File: src/pkg/adc_ctrl_defines.vh
// constants of the converter control block: register indices,
// field positions, reset values and conversion lengths.
// assumes inclusion by bare name from the rtl and verification files.
`ifndef ADC_CTRL_DEFINES_VH
`define ADC_CTRL_DEFINES_VH

// ----------------------------------------------------------------
// register indices (byte address = index * 4)
// ----------------------------------------------------------------
`define CSRA_IDX        6'h06
`define CHSEL_IDX       6'h07
`define RESULT_IDX      6'h08
`define IRQ_STAT_IDX    6'h09
`define IRQ_MASK_IDX    6'h0a
`define MODE_IDX        6'h0b

// ----------------------------------------------------------------
// control/status register a fields
// ----------------------------------------------------------------
`define CSRA_EN_BIT     7
`define CSRA_START_BIT  6
`define CSRA_ATE_BIT    5
`define CSRA_FLAG_BIT   4
`define CSRA_IE_BIT     3
`define CSRA_PS_MSB     2
`define CSRA_PS_LSB     0
`define CSRA_RESET      8'h00

// ----------------------------------------------------------------
// interrupt status / mask fields, mode register
// ----------------------------------------------------------------
`define IRQ_DONE_BIT    0
`define IRQ_ABORT_BIT   1
`define IRQ_RESET       2'h0
`define MODE_FREE_BIT   0
`define CHSEL_RESET     6'h00

// ----------------------------------------------------------------
// channel codes and conversion lengths in converter clock cycles
// ----------------------------------------------------------------
`define TEMP_SENSOR_CODE  6'h3f
`define LAST_SINGLE_CODE  6'h0a
`define FIRST_CONV_CYCLES 5'd25
`define NORM_CONV_CYCLES  5'd13

// ----------------------------------------------------------------
// ahb transfer type bit that marks nonseq/seq
// ----------------------------------------------------------------
`define HTRANS_ACTIVE_BIT 1

`endif

File: src/rtl/conv_clock_prescaler.v
// converter clock prescaler: one-cycle tick every 2^n hclk cycles.
// assumes clear is synchronous to hclk; n = 0 divides by 2.
`timescale 1ns/1ns

module conv_clock_prescaler (
    input  wire       hclk,
    input  wire       hresetn,
    input  wire       clear,
    input  wire [2:0] prescale,
    output wire       tick
);

    // ------------------------------------------------------------
    // division counter
    // ------------------------------------------------------------
    reg  [6:0] cnt_r;     // hclk cycles into current converter cycle
    reg        tick_r;    // converter clock tick
    reg  [6:0] last_cnt;  // terminal count for this setting

    // divide ratio 2,2,4,8,...,128
    always @* begin
        case (prescale)
            3'h0:    last_cnt = 7'h01;
            3'h1:    last_cnt = 7'h01;
            3'h2:    last_cnt = 7'h03;
            3'h3:    last_cnt = 7'h07;
            3'h4:    last_cnt = 7'h0f;
            3'h5:    last_cnt = 7'h1f;
            3'h6:    last_cnt = 7'h3f;
            default: last_cnt = 7'h7f;
        endcase
    end

    // clear restarts the phase so a trigger has a fixed delay
    always @(posedge hclk or negedge hresetn) begin
        if (!hresetn) begin
            cnt_r  <= 7'h00;
            tick_r <= 1'b0;
        end else if (clear) begin
            cnt_r  <= 7'h00;
            tick_r <= 1'b0;
        end else if (cnt_r >= last_cnt) begin
            cnt_r  <= 7'h00;
            tick_r <= 1'b1;
        end else begin
            cnt_r  <= cnt_r + 7'h01;
            tick_r <= 1'b0;
        end
    end

    assign tick = tick_r;

endmodule

File: src/rtl/adc_conversion_control.v
// control and status logic of a 10-bit successive-approximation
// converter, reached over an ahb-lite slave.
// assumes one clock hclk, async active-low reset, trigger_in and
// result_in synchronous to hclk.
// assumes one ahb-lite master; hsize is not checked, so
// software must issue whole-word transfers only.
// assumes result_in steady on the completing tick.
`timescale 1ns/1ns
`include "adc_ctrl_defines.vh"

module adc_conversion_control (
    input  wire        hclk,
    input  wire        hresetn,
    input  wire        hsel,
    input  wire [31:0] haddr,
    input  wire [1:0]  htrans,
    input  wire        hwrite,
    input  wire [2:0]  hsize,
    input  wire [31:0] hwdata,
    input  wire        hready,
    output wire [31:0] hrdata,
    output wire        hreadyout,
    output wire        hresp,
    input  wire        trigger_in,
    input  wire [9:0]  result_in,
    output wire        converter_on,
    output wire        conv_active,
    output wire [5:0]  analog_channel,
    output wire        temp_sensor_route,
    output wire        gain_bypass,
    output wire        irq
);

    // ------------------------------------------------------------
    // states and declarations
    // ------------------------------------------------------------
    // two states only: the run length is timed by a
    // counter of converter ticks, not by extra states
    localparam ST_IDLE = 2'b01;   // converter idle
    localparam ST_BUSY = 2'b10;   // conversion running

    reg  [1:0]  state_r;          // one-hot state
    reg  [1:0]  state_nxt;
    reg         enable_r;         // converter_enable
    reg         start_r;          // conversion_start
    reg         ate_r;            // auto_trigger_enable
    reg         flag_r;           // conversion_done_flag
    reg         ie_r;             // conversion_done_irq_enable
    reg  [2:0]  ps_r;             // converter_clock_prescale
    reg         free_r;           // free-running mode
    reg  [5:0]  chsel_r;          // input_channel_select as written
    reg  [5:0]  active_ch_r;      // channel of running conversion
    reg         temp_r;           // temperature sensor routed
    reg         bypass_r;         // gain stage bypassed
    reg         first_r;          // next conversion is the long one
    reg  [4:0]  cnt_r;            // converter cycles into conversion
    reg  [4:0]  len_r;            // length of running conversion
    reg  [9:0]  result_r;         // last stored result
    reg  [1:0]  stat_r;           // sticky interrupt status
    reg  [1:0]  mask_r;           // interrupt mask
    reg         irq_r;            // interrupt line
    reg         trig_d_r;         // trigger delayed for edge detect
    reg         wr_pend_r;        // write data phase pending
    reg  [5:0]  wr_idx_r;         // index of pending write
    reg  [31:0] hrdata_r;         // read data of data phase
    reg  [31:0] rd_mux;           // read data selected by address
    wire        tick;             // converter clock tick
    wire        addr_ok;          // address inside the block window
    wire        take;             // transfer accepted this edge
    wire        wr_csr;           // write to control/status a
    wire        enabling;         // enable written 0 -> 1
    wire        disabling;        // enable written 1 -> 0
    wire        idle;             // no conversion in progress
    wire        sw_start;         // software start request
    wire        hw_trig;          // trigger start request
    wire        start_go;         // a conversion begins this edge
    wire        done;             // running conversion completes
    wire        abort;            // running conversion aborted
    wire        restart;          // free-running follow-on
    wire        flag_clr;         // software clears done flag
    wire [1:0]  stat_clr;         // software clears status bits
    wire [1:0]  stat_set;         // events this cycle

    // ------------------------------------------------------------
    // ahb-lite address phase capture
    // ------------------------------------------------------------
    // only word index bits decode; upper bits must be zero so the
    // block does not alias through the whole slot
    assign addr_ok = (haddr[31:8] == 24'h000000);
    assign take    = hsel & hready & htrans[`HTRANS_ACTIVE_BIT];

    // taken only while the bus is ready, so a stalled
    // transfer of another slave never lands here twice

    // read mux; unmapped addresses read as zero
    // channel word shows both the written selection and
    // the channel in use, so software sees when a new
    // selection has taken effect
    always @* begin
        rd_mux = 32'h00000000;
        if (addr_ok) begin
            case (haddr[7:2])
                `CSRA_IDX:
                    rd_mux[7:0] = {enable_r, start_r, ate_r, flag_r,
                                   ie_r, ps_r};
                `CHSEL_IDX: begin
                    rd_mux[5:0]  = chsel_r;
                    rd_mux[13:8] = active_ch_r;
                end
                `RESULT_IDX:   rd_mux[9:0] = result_r;
                `IRQ_STAT_IDX: rd_mux[1:0] = stat_r;
                `IRQ_MASK_IDX: rd_mux[1:0] = mask_r;
                `MODE_IDX:     rd_mux[0]   = free_r;
                default:       rd_mux      = 32'h00000000;
            endcase
        end
    end

    // zero wait state: read data sampled at the address edge and
    // held through the data phase; response always okay
    // trade-off: a read in the data phase of a write to
    // the same register returns the old value; software
    // reads twice or leaves one idle cycle between
    always @(posedge hclk or negedge hresetn) begin
        if (!hresetn) begin
            wr_pend_r <= 1'b0;
            wr_idx_r  <= 6'h00;
            hrdata_r  <= 32'h00000000;
        end else begin
            wr_pend_r <= take & hwrite & addr_ok;
            if (take) begin
                wr_idx_r <= haddr[7:2];
            end
            if (take & ~hwrite) begin
                hrdata_r <= rd_mux;
            end
        end
    end

    assign hrdata    = hrdata_r;
    assign hreadyout = 1'b1;
    assign hresp     = 1'b0;

    // ------------------------------------------------------------
    // write decode and start conditions
    // ------------------------------------------------------------
    assign wr_csr    = wr_pend_r & (wr_idx_r == `CSRA_IDX);
    assign enabling  = wr_csr & hwdata[`CSRA_EN_BIT] & ~enable_r;
    assign disabling = wr_csr & ~hwdata[`CSRA_EN_BIT] & enable_r;
    assign idle      = state_r[0];

    // a one starts only if the converter is or becomes enabled;
    // a zero is never looked at, so it cancels nothing
    // a start while busy is dropped, not queued, so
    // one write never yields two conversions
    assign sw_start  = wr_csr
                       & hwdata[`CSRA_START_BIT]
                       & hwdata[`CSRA_EN_BIT]
                       & idle;
    // edges during a conversion are dropped, not queued
    assign hw_trig   = ate_r & ~free_r & enable_r & idle & ~disabling
                       & trigger_in & ~trig_d_r;
    assign start_go  = sw_start | hw_trig;

    // last tick of the running length; a disable in the
    // same cycle wins, so no result lands after abort
    assign done      = state_r[1] & tick
                       & (cnt_r == len_r - 5'd1)
                       & ~disabling;
    assign abort     = state_r[1] & disabling;
    // free-running needs only the first start write;
    // later runs follow on from each completion
    assign restart   = done & ate_r & free_r;

    assign flag_clr  = wr_csr & hwdata[`CSRA_FLAG_BIT];
    assign stat_clr  = (wr_pend_r & (wr_idx_r == `IRQ_STAT_IDX)) ? hwdata[1:0] : 2'h0;
    // bit 0 marks completion, bit 1 an abort; both stay
    // set until software writes a one to them
    assign stat_set  = {abort, done};

    // ------------------------------------------------------------
    // converter clock prescaler
    // ------------------------------------------------------------
    // held cleared while off; every start resets its phase
    // so trigger to first tick is a fixed delay;
    // limitation: a software start loses the phase too
    conv_clock_prescaler u_presc (
        .hclk     (hclk),
        .hresetn  (hresetn),
        .clear    (start_go | ~enable_r),
        .prescale (ps_r),
        .tick     (tick)
    );

    // ------------------------------------------------------------
    // conversion state machine
    // ------------------------------------------------------------
    // idle until a start, busy until the last tick
    // unless free-running carries on; abort goes idle
    // an illegal code falls back to idle
    always @* begin
        case (state_r)
            ST_IDLE:  state_nxt = start_go ? ST_BUSY : ST_IDLE;
            ST_BUSY: begin
                if (abort)
                    state_nxt = ST_IDLE;
                else if (done & ~restart)
                    state_nxt = ST_IDLE;
                else
                    state_nxt = ST_BUSY;
            end
            default:  state_nxt = ST_IDLE;
        endcase
    end

    // counters, channel latch and the start bit
    always @(posedge hclk or negedge hresetn) begin
        if (!hresetn) begin
            state_r     <= ST_IDLE;
            cnt_r       <= 5'd0;
            len_r       <= `NORM_CONV_CYCLES;
            first_r     <= 1'b0;
            start_r     <= 1'b0;
            active_ch_r <= `CHSEL_RESET;
            temp_r      <= 1'b0;
            bypass_r    <= 1'b1;
            result_r    <= 10'h000;
        end else begin
            state_r <= state_nxt;
            // long first conversion armed by each enable; a
            // start in the enabling write takes the long length
            // itself, so the flag must not stay armed after it
            if (start_go | disabling)
                first_r <= 1'b0;
            else if (enabling)
                first_r <= 1'b1;
            if (start_go | restart) begin
                cnt_r <= 5'd0;
                // enabling in the same write also counts as first
                len_r <= (first_r | enabling) & start_go ?
                         `FIRST_CONV_CYCLES : `NORM_CONV_CYCLES;
                // new selection only at a conversion boundary
                active_ch_r <= chsel_r;
                temp_r      <= (chsel_r == `TEMP_SENSOR_CODE);
                bypass_r    <= (chsel_r <= `LAST_SINGLE_CODE)
                               | (chsel_r == `TEMP_SENSOR_CODE);
            end else if (state_r[1] & tick) begin
                cnt_r <= cnt_r + 5'd1;
            end
            // start bit mirrors the running conversion
            if (start_go)
                start_r <= 1'b1;
            else if (abort | disabling)
                start_r <= 1'b0;
            else if (done & ~restart)
                start_r <= 1'b0;
            // taken on the completing edge only; an aborted
            // run leaves the previous result in place
            if (done)
                result_r <= result_in;
        end
    end

    // outputs to the analog core, all from flip-flops
    assign conv_active       = state_r[1];
    assign analog_channel    = active_ch_r;
    assign temp_sensor_route = temp_r;
    assign gain_bypass       = bypass_r;

    // ------------------------------------------------------------
    // software registers
    // ------------------------------------------------------------
    // sticky bits: a set in the clearing cycle wins over the clear
    // so a completion meeting a clear is never lost; the
    // cost: the flag may reappear right after clearing
    // trigger delay runs every cycle, so the first edge
    // after enable is judged against the real level
    always @(posedge hclk or negedge hresetn) begin
        if (!hresetn) begin
            enable_r <= 1'b0;
            ate_r    <= 1'b0;
            flag_r   <= 1'b0;
            ie_r     <= 1'b0;
            ps_r     <= 3'h0;
            free_r   <= 1'b0;
            chsel_r  <= `CHSEL_RESET;
            stat_r   <= `IRQ_RESET;
            mask_r   <= `IRQ_RESET;
            trig_d_r <= 1'b0;
        end else begin
            trig_d_r <= trigger_in;
            if (wr_csr) begin
                enable_r <= hwdata[`CSRA_EN_BIT];
                ate_r    <= hwdata[`CSRA_ATE_BIT];
                ie_r     <= hwdata[`CSRA_IE_BIT];
                ps_r     <= hwdata[`CSRA_PS_MSB:`CSRA_PS_LSB];
            end
            flag_r <= done | (flag_r & ~flag_clr);
            stat_r <= stat_set | (stat_r & ~stat_clr);
            if (wr_pend_r & (wr_idx_r == `IRQ_MASK_IDX))
                mask_r <= hwdata[1:0];
            if (wr_pend_r & (wr_idx_r == `MODE_IDX))
                free_r <= hwdata[`MODE_FREE_BIT];
            if (wr_pend_r & (wr_idx_r == `CHSEL_IDX))
                chsel_r <= hwdata[5:0];
        end
    end

    assign converter_on = enable_r;

    // ------------------------------------------------------------
    // interrupt line
    // ------------------------------------------------------------
    // registered, so it follows the flags one cycle late
    // sources: done flag with its enable, and any
    // status bit left open by the mask
    always @(posedge hclk or negedge hresetn) begin
        if (!hresetn)
            irq_r <= 1'b0;
        else
            irq_r <= (flag_r & ie_r) | (|(stat_r & mask_r));
    end

    assign irq = irq_r;

endmodule

File: config.mk
export PLATFORM = sky130hd
export DESIGN_NAME = adc_conversion_control
export DESIGN_NICKNAME = d
export VERILOG_FILES = /design/src/rtl/conv_clock_prescaler.v /design/src/rtl/adc_conversion_control.v
export VERILOG_INCLUDE_DIRS = /design/src /design/src/pkg
export SDC_FILE = /design/constraint.sdc
export NUM_CORES = 1
export LEC_CHECK = 0
export ABC_AREA = 1
export BUFFER_PORTS_ARGS = -buffer_cell sky130_fd_sc_hd__buf_2
export CORE_MARGIN = 10
export CORE_UTILIZATION = 45
export DETAILED_ROUTE_END_ITERATION = 10
export PLACE_DENSITY = 0.81
export SLEW_MARGIN = 20
export SYNTH_ARGS = -nofsm -noshare
export SYNTH_HDL_FRONTEND = slang
export SYNTH_SLANG_ARGS = --single-unit
File: constraint.sdc
create_clock -name hclk -period 2.8 [get_ports hclk]
set_input_delay 0.28 -clock hclk [delete_from_list [all_inputs] [get_ports hclk]]
set_output_delay 0.28 -clock hclk [all_outputs]
set_load 0.005 [all_outputs]
Word-level counts from Yosys, hierarchy flattened. Index checks and enable logic that the tools add are counted.

$lt $le $gt $ge: 2. Bitwise logic cells: 55. Eq/ne operators: 21. Add/sub/neg operators: 3. Reduce and logical (&&, ||, !) cells: 7. Shifts and indexed selects: 0. Multiplexer cells: 25. Multipliers: 0. Div/mod/pow operators: 0.

Operators by type and width (number): $eq A6 B4 Y1 const B (7); $pmux W7 S6 (1); $and A1 B1 Y1 (34); $eq A6 B3 Y1 const B (4); $logic_not A24 Y1 (1); $mux W5 (3); $mux W14 (1); $mux W7 (2); $pmux W2 S2 (3); $pmux W4 S3 (1); $eq A3 B3 Y1 const B (3); $or A1 B1 Y1 (9); $mux W2 (4); $not A1 Y1 (8); $add A7 B1 Y7 const B (1); $ge A7 B7 Y1 (1); $mux W1 (7); $eq A3 B2 Y1 const B (2); $eq A6 B6 Y1 const B (1); $le A6 B4 Y1 const B (1); $pmux W1 S6 (1); $add A5 B1 Y5 const B (1); $eq A5 B5 Y1 (1); $pmux W1 S5 (1); 12 further kinds (15).

Logic and storage cells: 138. Memories: 0. RAM bits: 0. Latch bits: 0. Input port bits: 85. Bits in read-only memories: 0. Flip-flop bits (word level): 99.

Logic depth before layout (Yosys ltp). Gate-level depths: netlist of run 1.

Depth after elaboration: 13. Mapped depth: 11. Mapped depth without buffers: 10.

Cells and area by module. A second synthesis of run 1 with hierarchy kept.

Cell total of the unflattened synthesis: 525. Area, all modules: 4120.2 sq um.

Modules (own cells, without submodules): adc_conversion_control (area an instance 3552.2 sq um, seq. area each 1755.4 sq um, times used 1, cells each 448); conv_clock_prescaler (area an instance 568.0 sq um, seq. area each 200.2 sq um, times used 1, cells each 77).

Worst setup path after synthesis of run 1. Ideal clock, no wire load.

Path type: register to register. From: reg ps_r[1]. To: reg u_presc.cnt_r[2]. Period minus slack after synthesis: 1.650 ns. Arrival: 1.576 ns. Buffers on the path: 0. Cell stages (with the launch flop): 8. Path slack: 1.150 ns. Cell sequence: dfrtp_1 -> o21ai_0 -> ha_1 -> a21oi_1 -> o21ai_0 -> a21oi_1 -> nand3_1 -> nor2_1.

Cells in the longest elaborated chain, start to end: 6. Elaborated cells between the ends (all ways): 12.

Ends and longest elaborated chain: from (decl) (RTL line adc_conversion_control.v:49) `reg [2:0] ps_r;`; from (signal assigned) (RTL line adc_conversion_control.v:296) `` ps_r <= hwdata[`CSRA_PS_MSB:`CSRA_PS_LSB]; ``; $eq A3 B1 Y1 / $logic_not A3 Y1 (equally long branches) (RTL line conv_clock_prescaler.v:22) `case (prescale)`; $reduce_or A2 Y1 (no line); $pmux W7 S6 * (RTL line conv_clock_prescaler.v:22); $ge A7 B7 Y1 * (RTL line conv_clock_prescaler.v:42) `end else if (cnt_r >= last_cnt) begin`; $mux W7 * (RTL line conv_clock_prescaler.v:42); $mux W7 * (RTL line conv_clock_prescaler.v:39) `end else if (clear) begin`; to (signal assigned) (RTL line conv_clock_prescaler.v:46) `cnt_r <= cnt_r + 7'h01;`; to (decl) (RTL line conv_clock_prescaler.v:16) `reg [6:0] cnt_r;`.

Mark *: on every way between the ends. The rest lies on a longest branch, timed or not. A chain may end at the register's enable or synchronous reset.

Worst setup path after layout of run 1.
From: reg ps_r[1]. To: reg u_presc.cnt_r[6].

The elaborated chain is that of the path after synthesis.

==> results of run 1 <==
==> power breakdown <==
group	total [µW]	switching (µW)	leakage (µW)	internal (µW)
clock network	969	437	0.000113	533
registers	1160	15.5	0.000945	1140
logic	132	84.9	0.00157	47.1
total	2260	537	0.00263	1720
==> stage by stage <==
step,worst slack [ps],utilization
3_3_place_gp,927,0.510
2_1_floorplan,1150,-
4_1_cts,797,0.536
6_report,786,0.537
3_5_place_dp,820,0.510
5_1_grt,597,0.536
==> cell usage after synthesis (all sizes together) <==
master and n:
nand2 166, dfrtp 75, nor2 55, nand3 54
inv 34, o21ai 27, buf 25, a21oi 11
ha 11, nand4 11, xor2 5, clkbuf 4
dfstp 3, nand3b 3, a22oi 2, a31o 2
conb 2, nor3 2, or2 2, a22o 1
and3 1, mux2 1, nor3b 1
==> cell type report <==
| class | count | area share |
|---|---|---|
| inverters | 34 | 0.0273 |
| flip-flops and latches | 78 | 0.418 |
| clock inverters | 6 | 0.0200 |
| well taps | 108 | 0.0289 |
| diodes | 1 | 0.000535 |
| multi-input cells | 375 | 0.388 |
| repair buffers | 81 | 0.0882 |
| clock buffers | 10 | 0.0294 |
==> metal layers <==
layer,part of all wire,vias to the layer above,routed length (µm),global-route usage
met3,0.075,10,766,0.0388
li1,-,1730,-,-
met1,0.40,1687,4050,0.180
met4,0.012,0,122,0.0485
met5,0,-,0,0
met2,0.52,103,5260,0.271
==> how the worst max path moves through the flow <==
stage	from	to
2_1_floorplan	ps_r[1]	u_presc.cnt_r[2]
3_3_place_gp	ps_r[1]	u_presc.cnt_r[5]
3_5_place_dp	ps_r[1]	u_presc.cnt_r[6]
4_1_cts	ps_r[1]	u_presc.cnt_r[6]
5_1_grt	ps_r[1]	u_presc.cnt_r[6]
6_report	ps_r[1]	u_presc.cnt_r[6]
==> sequential cells by signal, indices dropped and copies added (netlist names), 2 cells and up <==
signal,count
hrdata,14
result_r,10
u_presc.cnt_r,7
analog_channel,6
chsel_r,6
wr_idx_r,6
cnt_r,5
ps_r,3
len_r,2
mask_r,2
stat_r,2
state_r,2
==> cell families after synthesis <==
| group | synth area share |
|---|---|
| buffers and inverters | 0.0819 |
| DFF | 0.485 |
| muxes | 0.00279 |
| and+or+nand+nor | 0.324 |
| xor gates and xnor gates | 0.0109 |
| adders and majority gates | 0.0341 |
| other | 0.00186 |
| AOI/OAI and AO/OA | 0.0592 |
==> worst max-delay path: stages (launching register included) <==
cell and delay (ps):
dfrtp_1 470, o21ai_0 200, ha_1 270, a21oi_1 140, o21ai_0 90, a21oi_1 480, nand3b_1 160, nor2_1 130
==> impl_results.html, run 1 <==
<table>
<tr><th>Metric</th><th>Value</th></tr>
<tr><th colspan="2">Floorplan</th></tr>
<tr><td>Area of the core region</td><td>8720 µm²</td></tr>
<tr><td>Rows</td><td>34</td></tr>
<tr><td>Die outline height</td><td>between 100 and 150 µm</td></tr>
<tr><td>Initial core utilization</td><td>0.463</td></tr>
<tr><td>Total Die Area</td><td>about 13000 µm²</td></tr>
<tr><td>Die X-Extent</td><td>115 µm</td></tr>
<tr><td>Io pins</td><td>130</td></tr>
<tr><th colspan="2">Yosys</th></tr>
<tr><td>Synthesized instance count</td><td>between 400 and 500</td></tr>
<tr><td>Mapped cell area</td><td>4030 µm²</td></tr>
<tr><td>Number of synthesized register bits</td><td>78</td></tr>
<tr><td>Total of warnings raised by yosys</td><td>0</td></tr>
<tr><td>Sequential area share after synthesis</td><td>0.485</td></tr>
<tr><td>Count of different cell masters after synthesis</td><td>34</td></tr>
<tr><td>Largest area contributor in the netlist</td><td>dfrtp_1</td></tr>
<tr><td>Proportion of netlist area held by the largest area contributor</td><td>0.465</td></tr>
<tr><td>Main area contributors after synthesis</td><td>dfrtp_1 47%, nand2_1 15%, nand3_1 6.6%</td></tr>
<tr><td>Per-instance average area after synthesis</td><td>about 8 µm²</td></tr>
<tr><th colspan="2">Setup path</th></tr>
<tr><td>FF-to-FF End</td><td>u_presc.cnt_r[6]</td></tr>
<tr><td>R2r setup slk</td><td>just under 800 ps</td></tr>
<tr><td>Reg-to-reg startpoint</td><td>ps_r[1]</td></tr>
<tr><td>Startpoint kind of the worst setup timing path</td><td>flip-flop</td></tr>
<tr><td>Category of the worst setup path capture point</td><td>flip-flop</td></tr>
<tr><td>Arrival time of the worst setup path</td><td>2290 ps</td></tr>
<tr><td>FF-to-FF path depth</td><td>7</td></tr>
<tr><td>Crit Path Max Fanout</td><td>8</td></tr>
<tr><td>Required time of the worst setup path</td><td>~3000 ps</td></tr>
<tr><td>Start-to-end type of the worst setup path</td><td>flip-flop to flip-flop</td></tr>
<tr><th colspan="2">Clocking</th></tr>
<tr><td>Clk slew on worst S/H paths</td><td>~80 ps</td></tr>
<tr><td>Post-CTS setup buffers</td><td>0</td></tr>
<tr><td>Cts bufs inserted</td><td>9</td></tr>
<tr><td>Clock root buffer</td><td>clkbuf_8</td></tr>
<tr><td>Hold buffers post-CTS</td><td>0</td></tr>
<tr><td>Maximum count of clock buffers along a single path</td><td>2</td></tr>
<tr><td>TritonCTS clock tree</td><td>yes</td></tr>
<tr><td>Clock Sinks</td><td>a little under 80</td></tr>
<tr><td>Post-cts sizing count</td><td>0</td></tr>
<tr><td>Source-to-sink clock delay at the later pin of the worst-skew pair</td><td>~350 ps</td></tr>
<tr><td>H-tree levels</td><td>3</td></tr>
<tr><th colspan="2">STA</th></tr>
<tr><td>Max-slew violation count</td><td>0</td></tr>
<tr><td>Final setup violating endpoints</td><td>0</td></tr>
<tr><td>Time the final worst path needs with I/O delays and setup</td><td>a little over 2000 ps</td></tr>
<tr><td>Worst hold slack</td><td>62.2 ps</td></tr>
<tr><td>Portion of the clock cycle consumed by the worst path in the final layout</td><td>0.719</td></tr>
<tr><td>Final setup skew</td><td>between 10 and 15 ps</td></tr>
<tr><td>RSZ-0062 raised after global routing</td><td>no</td></tr>
<tr><td>Slew at the pin closest to its max-slew limit</td><td>between 900 and 1000 ps</td></tr>
<tr><td>Final hold viol count</td><td>0</td></tr>
<tr><td>Maximum frequency from static timing analysis</td><td>between 0.4 and 0.5 GHz</td></tr>
<tr><td>Setup TNS Final</td><td>0 ps</td></tr>
<tr><td>Relative max-transition margin</td><td>0.366</td></tr>
<tr><th colspan="2">Layout</th></tr>
<tr><td>Area taken by flip-flops and latches</td><td>~2000 µm²</td></tr>
<tr><td>Layout Cells excl Fill</td><td>approximately 700</td></tr>
<tr><td>Area growth, synth to finish</td><td>16.0%</td></tr>
<tr><td>Total of fill cells in the finished design</td><td>821</td></tr>
<tr><td>Leading cell types in the layout, fill and taps excluded</td><td>162 x nand2_1, 78 x buf_2, 75 x dfrtp_1</td></tr>
<tr><td>Multi-input gate area</td><td>between 1500 and 2000 µm²</td></tr>
<tr><td>Design area</td><td>~4700 µm²</td></tr>
<tr><td># nets final</td><td>just under 700</td></tr>
<tr><td>Proportion of layout cells with a drive suffix above 1</td><td>0.214</td></tr>
<tr><td>Commonest non-fill, non-tap cell in the layout</td><td>nand2_1</td></tr>
<tr><th colspan="2">Job</th></tr>
<tr><td>Number of max-cap violations</td><td>0</td></tr>
<tr><th colspan="2">GRT</th></tr>
<tr><td>Number of global-route vias before repair</td><td>roughly 3500</td></tr>
<tr><td>Pin count of the biggest net entering global routing</td><td>around 80</td></tr>
<tr><td>Leftover overflow at the end of global routing</td><td>0</td></tr>
<tr><td>Antenna violations before repair</td><td>1</td></tr>
<tr><td>Global-route wire length before repair</td><td>roughly 17 mm</td></tr>
<tr><td>Total track usage</td><td>0.155</td></tr>
<tr><th colspan="2">Routing</th></tr>
<tr><td>Vias after detailed routing</td><td>between 3000 and 4000</td></tr>
<tr><td>Number of design-rule violations left by the first detailed-router iteration</td><td>approximately 200</td></tr>
<tr><td>Length of the first detailed-routing pass in iterations</td><td>4</td></tr>
<tr><td>DR WL/cell</td><td>14.7 µm</td></tr>
<tr><td>Number of vias per cell after detailed routing</td><td>5.09</td></tr>
<tr><td>DRC violations left</td><td>0</td></tr>
<tr><td>Detail Route Antenna Nets</td><td>0</td></tr>
<tr><td>Final routed wirelength across all metal layers</td><td>slightly above 10 mm</td></tr>
<tr><th colspan="2">Worst hold path</th></tr>
<tr><td>Startpoint of the most critical hold path</td><td>trigger_in</td></tr>
<tr><td>Classification of the worst-slack hold path</td><td>primary input to flip-flop</td></tr>
<tr><td>Hold Path Stages</td><td>1</td></tr>
<tr><td>End point of the most critical hold path</td><td>trig_d_r</td></tr>
<tr><th colspan="2">Power and ir drop</th></tr>
<tr><td>Max IR drop VDD</td><td>approximately 190 µV</td></tr>
<tr><td>Total design power</td><td>2260 µW</td></tr>
<tr><td>PD cells</td><td>482 nW/µm²</td></tr>
<tr><td>Reported leakage power</td><td>about 0.0026 µW</td></tr>
<tr><th colspan="2">Placement</th></tr>
<tr><td>Placer's final routability congestion estimate</td><td>0.850</td></tr>
<tr><td>Sum of net half-perimeters after detailed placement</td><td>7.82 mm</td></tr>
<tr><td>IO buf count</td><td>79</td></tr>
<tr><td>Post-placement cell area</td><td>about 4400 µm²</td></tr>
<tr><td>Cells after DPL</td><td>676</td></tr>
<tr><th colspan="2">Status</th></tr>
<tr><td>Outcome</td><td>complete, no violations</td></tr>
</table>
(Power assumes the default switching activity.)
==> run 2, diff against run 1 <==
--- a/config.mk
+++ b/config.mk
@@ -11,7 +11,7 @@
 export CORE_MARGIN = 10
 export CORE_UTILIZATION = 45
 export DETAILED_ROUTE_END_ITERATION = 10
-export PLACE_DENSITY = 0.81
+export PLACE_DENSITY = 0.84
 export SLEW_MARGIN = 20
 export SYNTH_ARGS = -nofsm -noshare
 export SYNTH_HDL_FRONTEND = slang
==> constraint.sdc (replaced) <==
create_clock -name hclk -period 1.85 [get_ports hclk]
set_input_delay 0.185 -clock hclk [delete_from_list [all_inputs] [get_ports hclk]]
set_output_delay 0.185 -clock hclk [all_outputs]
set_load 0.005 [all_outputs]
==> run 2 against run 1 <==
  * Die area unchanged
  * Largest power group unchanged
  * Wire length up 2.8%
  * Register-to-register slack worse by 640 ps
  * Worst hold slack worse by 9.4 ps
==> impl_results.html, run 2 (same netlist as run 1, synthesis figures left out) <==
<table>
<tr><th>Metric</th><th>Value</th></tr>
<tr><th colspan="2">Clocking</th></tr>
<tr><td>Clock root buffer</td><td>clkbuf_8</td></tr>
<tr><td>Source-to-sink clock delay at the later pin of the worst-skew pair</td><td>roughly 370 ps</td></tr>
<tr><td>H-tree levels</td><td>3</td></tr>
<tr><td>TritonCTS clock tree</td><td>yes</td></tr>
<tr><td>Post-CTS setup buffers</td><td>0</td></tr>
<tr><td>Clk slew on worst S/H paths</td><td>roughly 80 ps</td></tr>
<tr><td>Clock Sinks</td><td>approximately 80</td></tr>
<tr><td>Cts bufs inserted</td><td>9</td></tr>
<tr><td>Maximum count of clock buffers along a single path</td><td>2</td></tr>
<tr><th colspan="2">Layout</th></tr>
<tr><td>Proportion of layout cells with a drive suffix above 1</td><td>0.234</td></tr>
<tr><td>Flip-flop count of the largest register after layout</td><td>14</td></tr>
<tr><td>Number of antenna cells inserted</td><td>0</td></tr>
<tr><td># nets final</td><td>686</td></tr>
<tr><td>Commonest non-fill, non-tap cell in the layout</td><td>nand2_1</td></tr>
<tr><td>Utilization of the core after routing</td><td>0.554</td></tr>
<tr><td>Leading cell types in the layout, fill and taps excluded</td><td>160 x nand2_1, 78 x buf_2, 73 x dfrtp_1</td></tr>
<tr><td>Area growth, synth to finish</td><td>19.7%</td></tr>
<tr><td>Total of fill cells in the finished design</td><td>772</td></tr>
<tr><th colspan="2">Power and ir drop</th></tr>
<tr><td>PD cells</td><td>about 740 nW/µm²</td></tr>
<tr><td>Max IR drop VDD</td><td>between 400 and 500 µV</td></tr>
<tr><td>Reported leakage power</td><td>around 0.0027 µW</td></tr>
<tr><th colspan="2">STA</th></tr>
<tr><td>Maximum frequency from static timing analysis</td><td>about 0.59 GHz</td></tr>
<tr><td>Final hold viol count</td><td>0</td></tr>
<tr><td>Relative max-transition margin</td><td>0.507</td></tr>
<tr><td>Fin worst setup slack</td><td>between 100 and 150 ps</td></tr>
<tr><td>Portion of the clock cycle consumed by the worst path in the final layout</td><td>0.923</td></tr>
<tr><td>Final setup skew</td><td>~7.6 ps</td></tr>
<tr><td>Setup TNS Final</td><td>0 ps</td></tr>
<tr><td>RSZ-0062 raised after global routing</td><td>yes</td></tr>
<tr><td>Slew at the pin closest to its max-slew limit</td><td>about 740 ps</td></tr>
<tr><td>Time the final worst path needs with I/O delays and setup</td><td>between 1500 and 2000 ps</td></tr>
<tr><td>Final setup violating endpoints</td><td>0</td></tr>
<tr><td>Worst hold slack</td><td>approximately 53 ps</td></tr>
<tr><td>Max-slew violation count</td><td>0</td></tr>
<tr><th colspan="2">Routing</th></tr>
<tr><td>Number of vias per cell after detailed routing</td><td>5.15</td></tr>
<tr><td>Length of the first detailed-routing pass in iterations</td><td>5</td></tr>
<tr><td>Vias after detailed routing</td><td>between 3000 and 4000</td></tr>
<tr><td>Final routed wirelength across all metal layers</td><td>10.5 mm</td></tr>
<tr><td>Number of design-rule violations left by the first detailed-router iteration</td><td>about 310</td></tr>
<tr><td>DR WL/cell</td><td>14.9 µm</td></tr>
<tr><td>Detail Route Antenna Nets</td><td>0</td></tr>
<tr><td>DRC violations left</td><td>0</td></tr>
<tr><th colspan="2">Floorplan</th></tr>
<tr><td>Initial core utilization</td><td>0.463</td></tr>
<tr><td>Die outline height</td><td>roughly 110 µm</td></tr>
<tr><td>Io pins</td><td>130</td></tr>
<tr><td>Area of the core region</td><td>slightly below 9000 µm²</td></tr>
<tr><td>Total Die Area</td><td>13200 µm²</td></tr>
<tr><td>Die X-Extent</td><td>115 µm</td></tr>
<tr><td>Rows</td><td>34</td></tr>
<tr><th colspan="2">Worst hold path</th></tr>
<tr><td>Classification of the worst-slack hold path</td><td>primary input to flip-flop</td></tr>
<tr><th colspan="2">Placement</th></tr>
<tr><td>Placer's final routability congestion estimate</td><td>around 0.92</td></tr>
<tr><td>Worst slack, placed</td><td>about 45 ps</td></tr>
<tr><td>IO buf count</td><td>79</td></tr>
<tr><td>Sum of net half-perimeters after detailed placement</td><td>7.92 mm</td></tr>
<tr><th colspan="2">Setup path</th></tr>
<tr><td>Crit Path Max Fanout</td><td>12</td></tr>
<tr><td>Arrival time of the worst setup path</td><td>between 2000 and 2500 ps</td></tr>
<tr><td>Largest incremental delay on the critical path</td><td>between 400 and 500 ps</td></tr>
<tr><td>Crit path top cell by count</td><td>nand2_1</td></tr>
<tr><td>Startpoint kind of the worst setup timing path</td><td>flip-flop</td></tr>
<tr><td>Category of the worst setup path capture point</td><td>flip-flop</td></tr>
<tr><td>Cells traversed along the worst timing path</td><td>inv_1, ha_1, nand2_1, nor2_1, nand2_1, nor2_2, buf_4, nand3_1, nand2_1, nand2_1, nand3b_1</td></tr>
<tr><td>Start-to-end type of the worst setup path</td><td>flip-flop to flip-flop</td></tr>
<tr><td>Slowest cell on crit path</td><td>dfrtp_1</td></tr>
<tr><td>Required time of the worst setup path</td><td>between 2000 and 2500 ps</td></tr>
<tr><th colspan="2">GRT</th></tr>
<tr><td>Global-route wire length before repair</td><td>16.8 mm</td></tr>
<tr><td>Pin count of the biggest net entering global routing</td><td>slightly below 60</td></tr>
<tr><td>Antenna violations before repair</td><td>1</td></tr>
<tr><td>Leftover overflow at the end of global routing</td><td>0</td></tr>
<tr><td>Total track usage</td><td>0.157</td></tr>
<tr><td>Number of global-route vias before repair</td><td>~3600</td></tr>
<tr><th colspan="2">Status</th></tr>
<tr><td>Outcome</td><td>complete, no violations</td></tr>
<tr><th colspan="2">Job</th></tr>
<tr><td>Number of max-cap violations</td><td>0</td></tr>
</table>
[run 2: power breakdown]
| group | internal, µW | switching (µW) | total [µW] | leakage [µW] |
|---|---|---|---|---|
| logic | 79.9 | 133 | 213 | 0.00163 |
| clock network | 945 | 667 | 1610 | 0.000127 |
| registers | 1730 | 24.1 | 1750 | 0.000944 |
| total | 2750 | 825 | 3580 | 0.00270 |
[run 2: final cells by class]
| cell class | count | area, µm² | area share |
|---|---|---|---|
| clock buffers | 10 | 138 | 0.0285 |
| clock inverters | 6 | 116 | 0.0241 |
| inverters | 34 | 128 | 0.0264 |
| multi-input cells | 376 | 1850 | 0.383 |
| flip-flops and latches | 78 | 1960 | 0.406 |
| well taps | 108 | 135 | 0.0280 |
| repair buffers | 91 | 505 | 0.105 |
[run 2: what timing repair did]
action,4_1_cts,5_1_grt
hold buffers,2,0
gates resized for setup,0,9
endpoints found under the setup margin,0,30
endpoints found under the hold margin,54,0
[run 2: layer usage]
metal  GRT usage  vias to the layer above  share of wire
met2       0.274                      137           0.51
met4      0.0593                        0          0.021
met3      0.0456                       22          0.073
met5           0                        -              0
li1            -                     1760              -
met1       0.175                     1699           0.40
[run 2: worst max-delay path, delay by kind of cell, from the launching register on]
family | cells | cell delay (ps)
DFF | 1 | 420
adders and majority gates | 1 | 140
and+or+nand+nor | 8 | 780
buffers and inverters | 2 | 310
[run 2: worst paths after layout]
| path | from | to | slack [ps] | cells past startpoint |
|---|---|---|---|---|
| max reg2reg | cnt_r[0] | state_r[0] | 140 | 11 |
| min reg2reg | hrdata[13] | hrdata[13] | 480 | 2 |
| min in group asynchronous | hresetn | u_presc.cnt_r[6] | 430 | 2 |
| max in group asynchronous | hresetn | ps_r[1] | 850 | 3 |
| min | result_in[1] | result_r[1] | 50 | 3 |
| max | cnt_r[0] | state_r[0] | 140 | 11 |
[run 2: through the flow]
step	instances	area [µm²]	total power [µW]
after detailed placement	684	4520	1990
final	703	4830	3580
after global placement	684	4520	1980
after CTS	702	4790	3580
after floorplan	516	4100	1890
after global routing	703	4830	3700
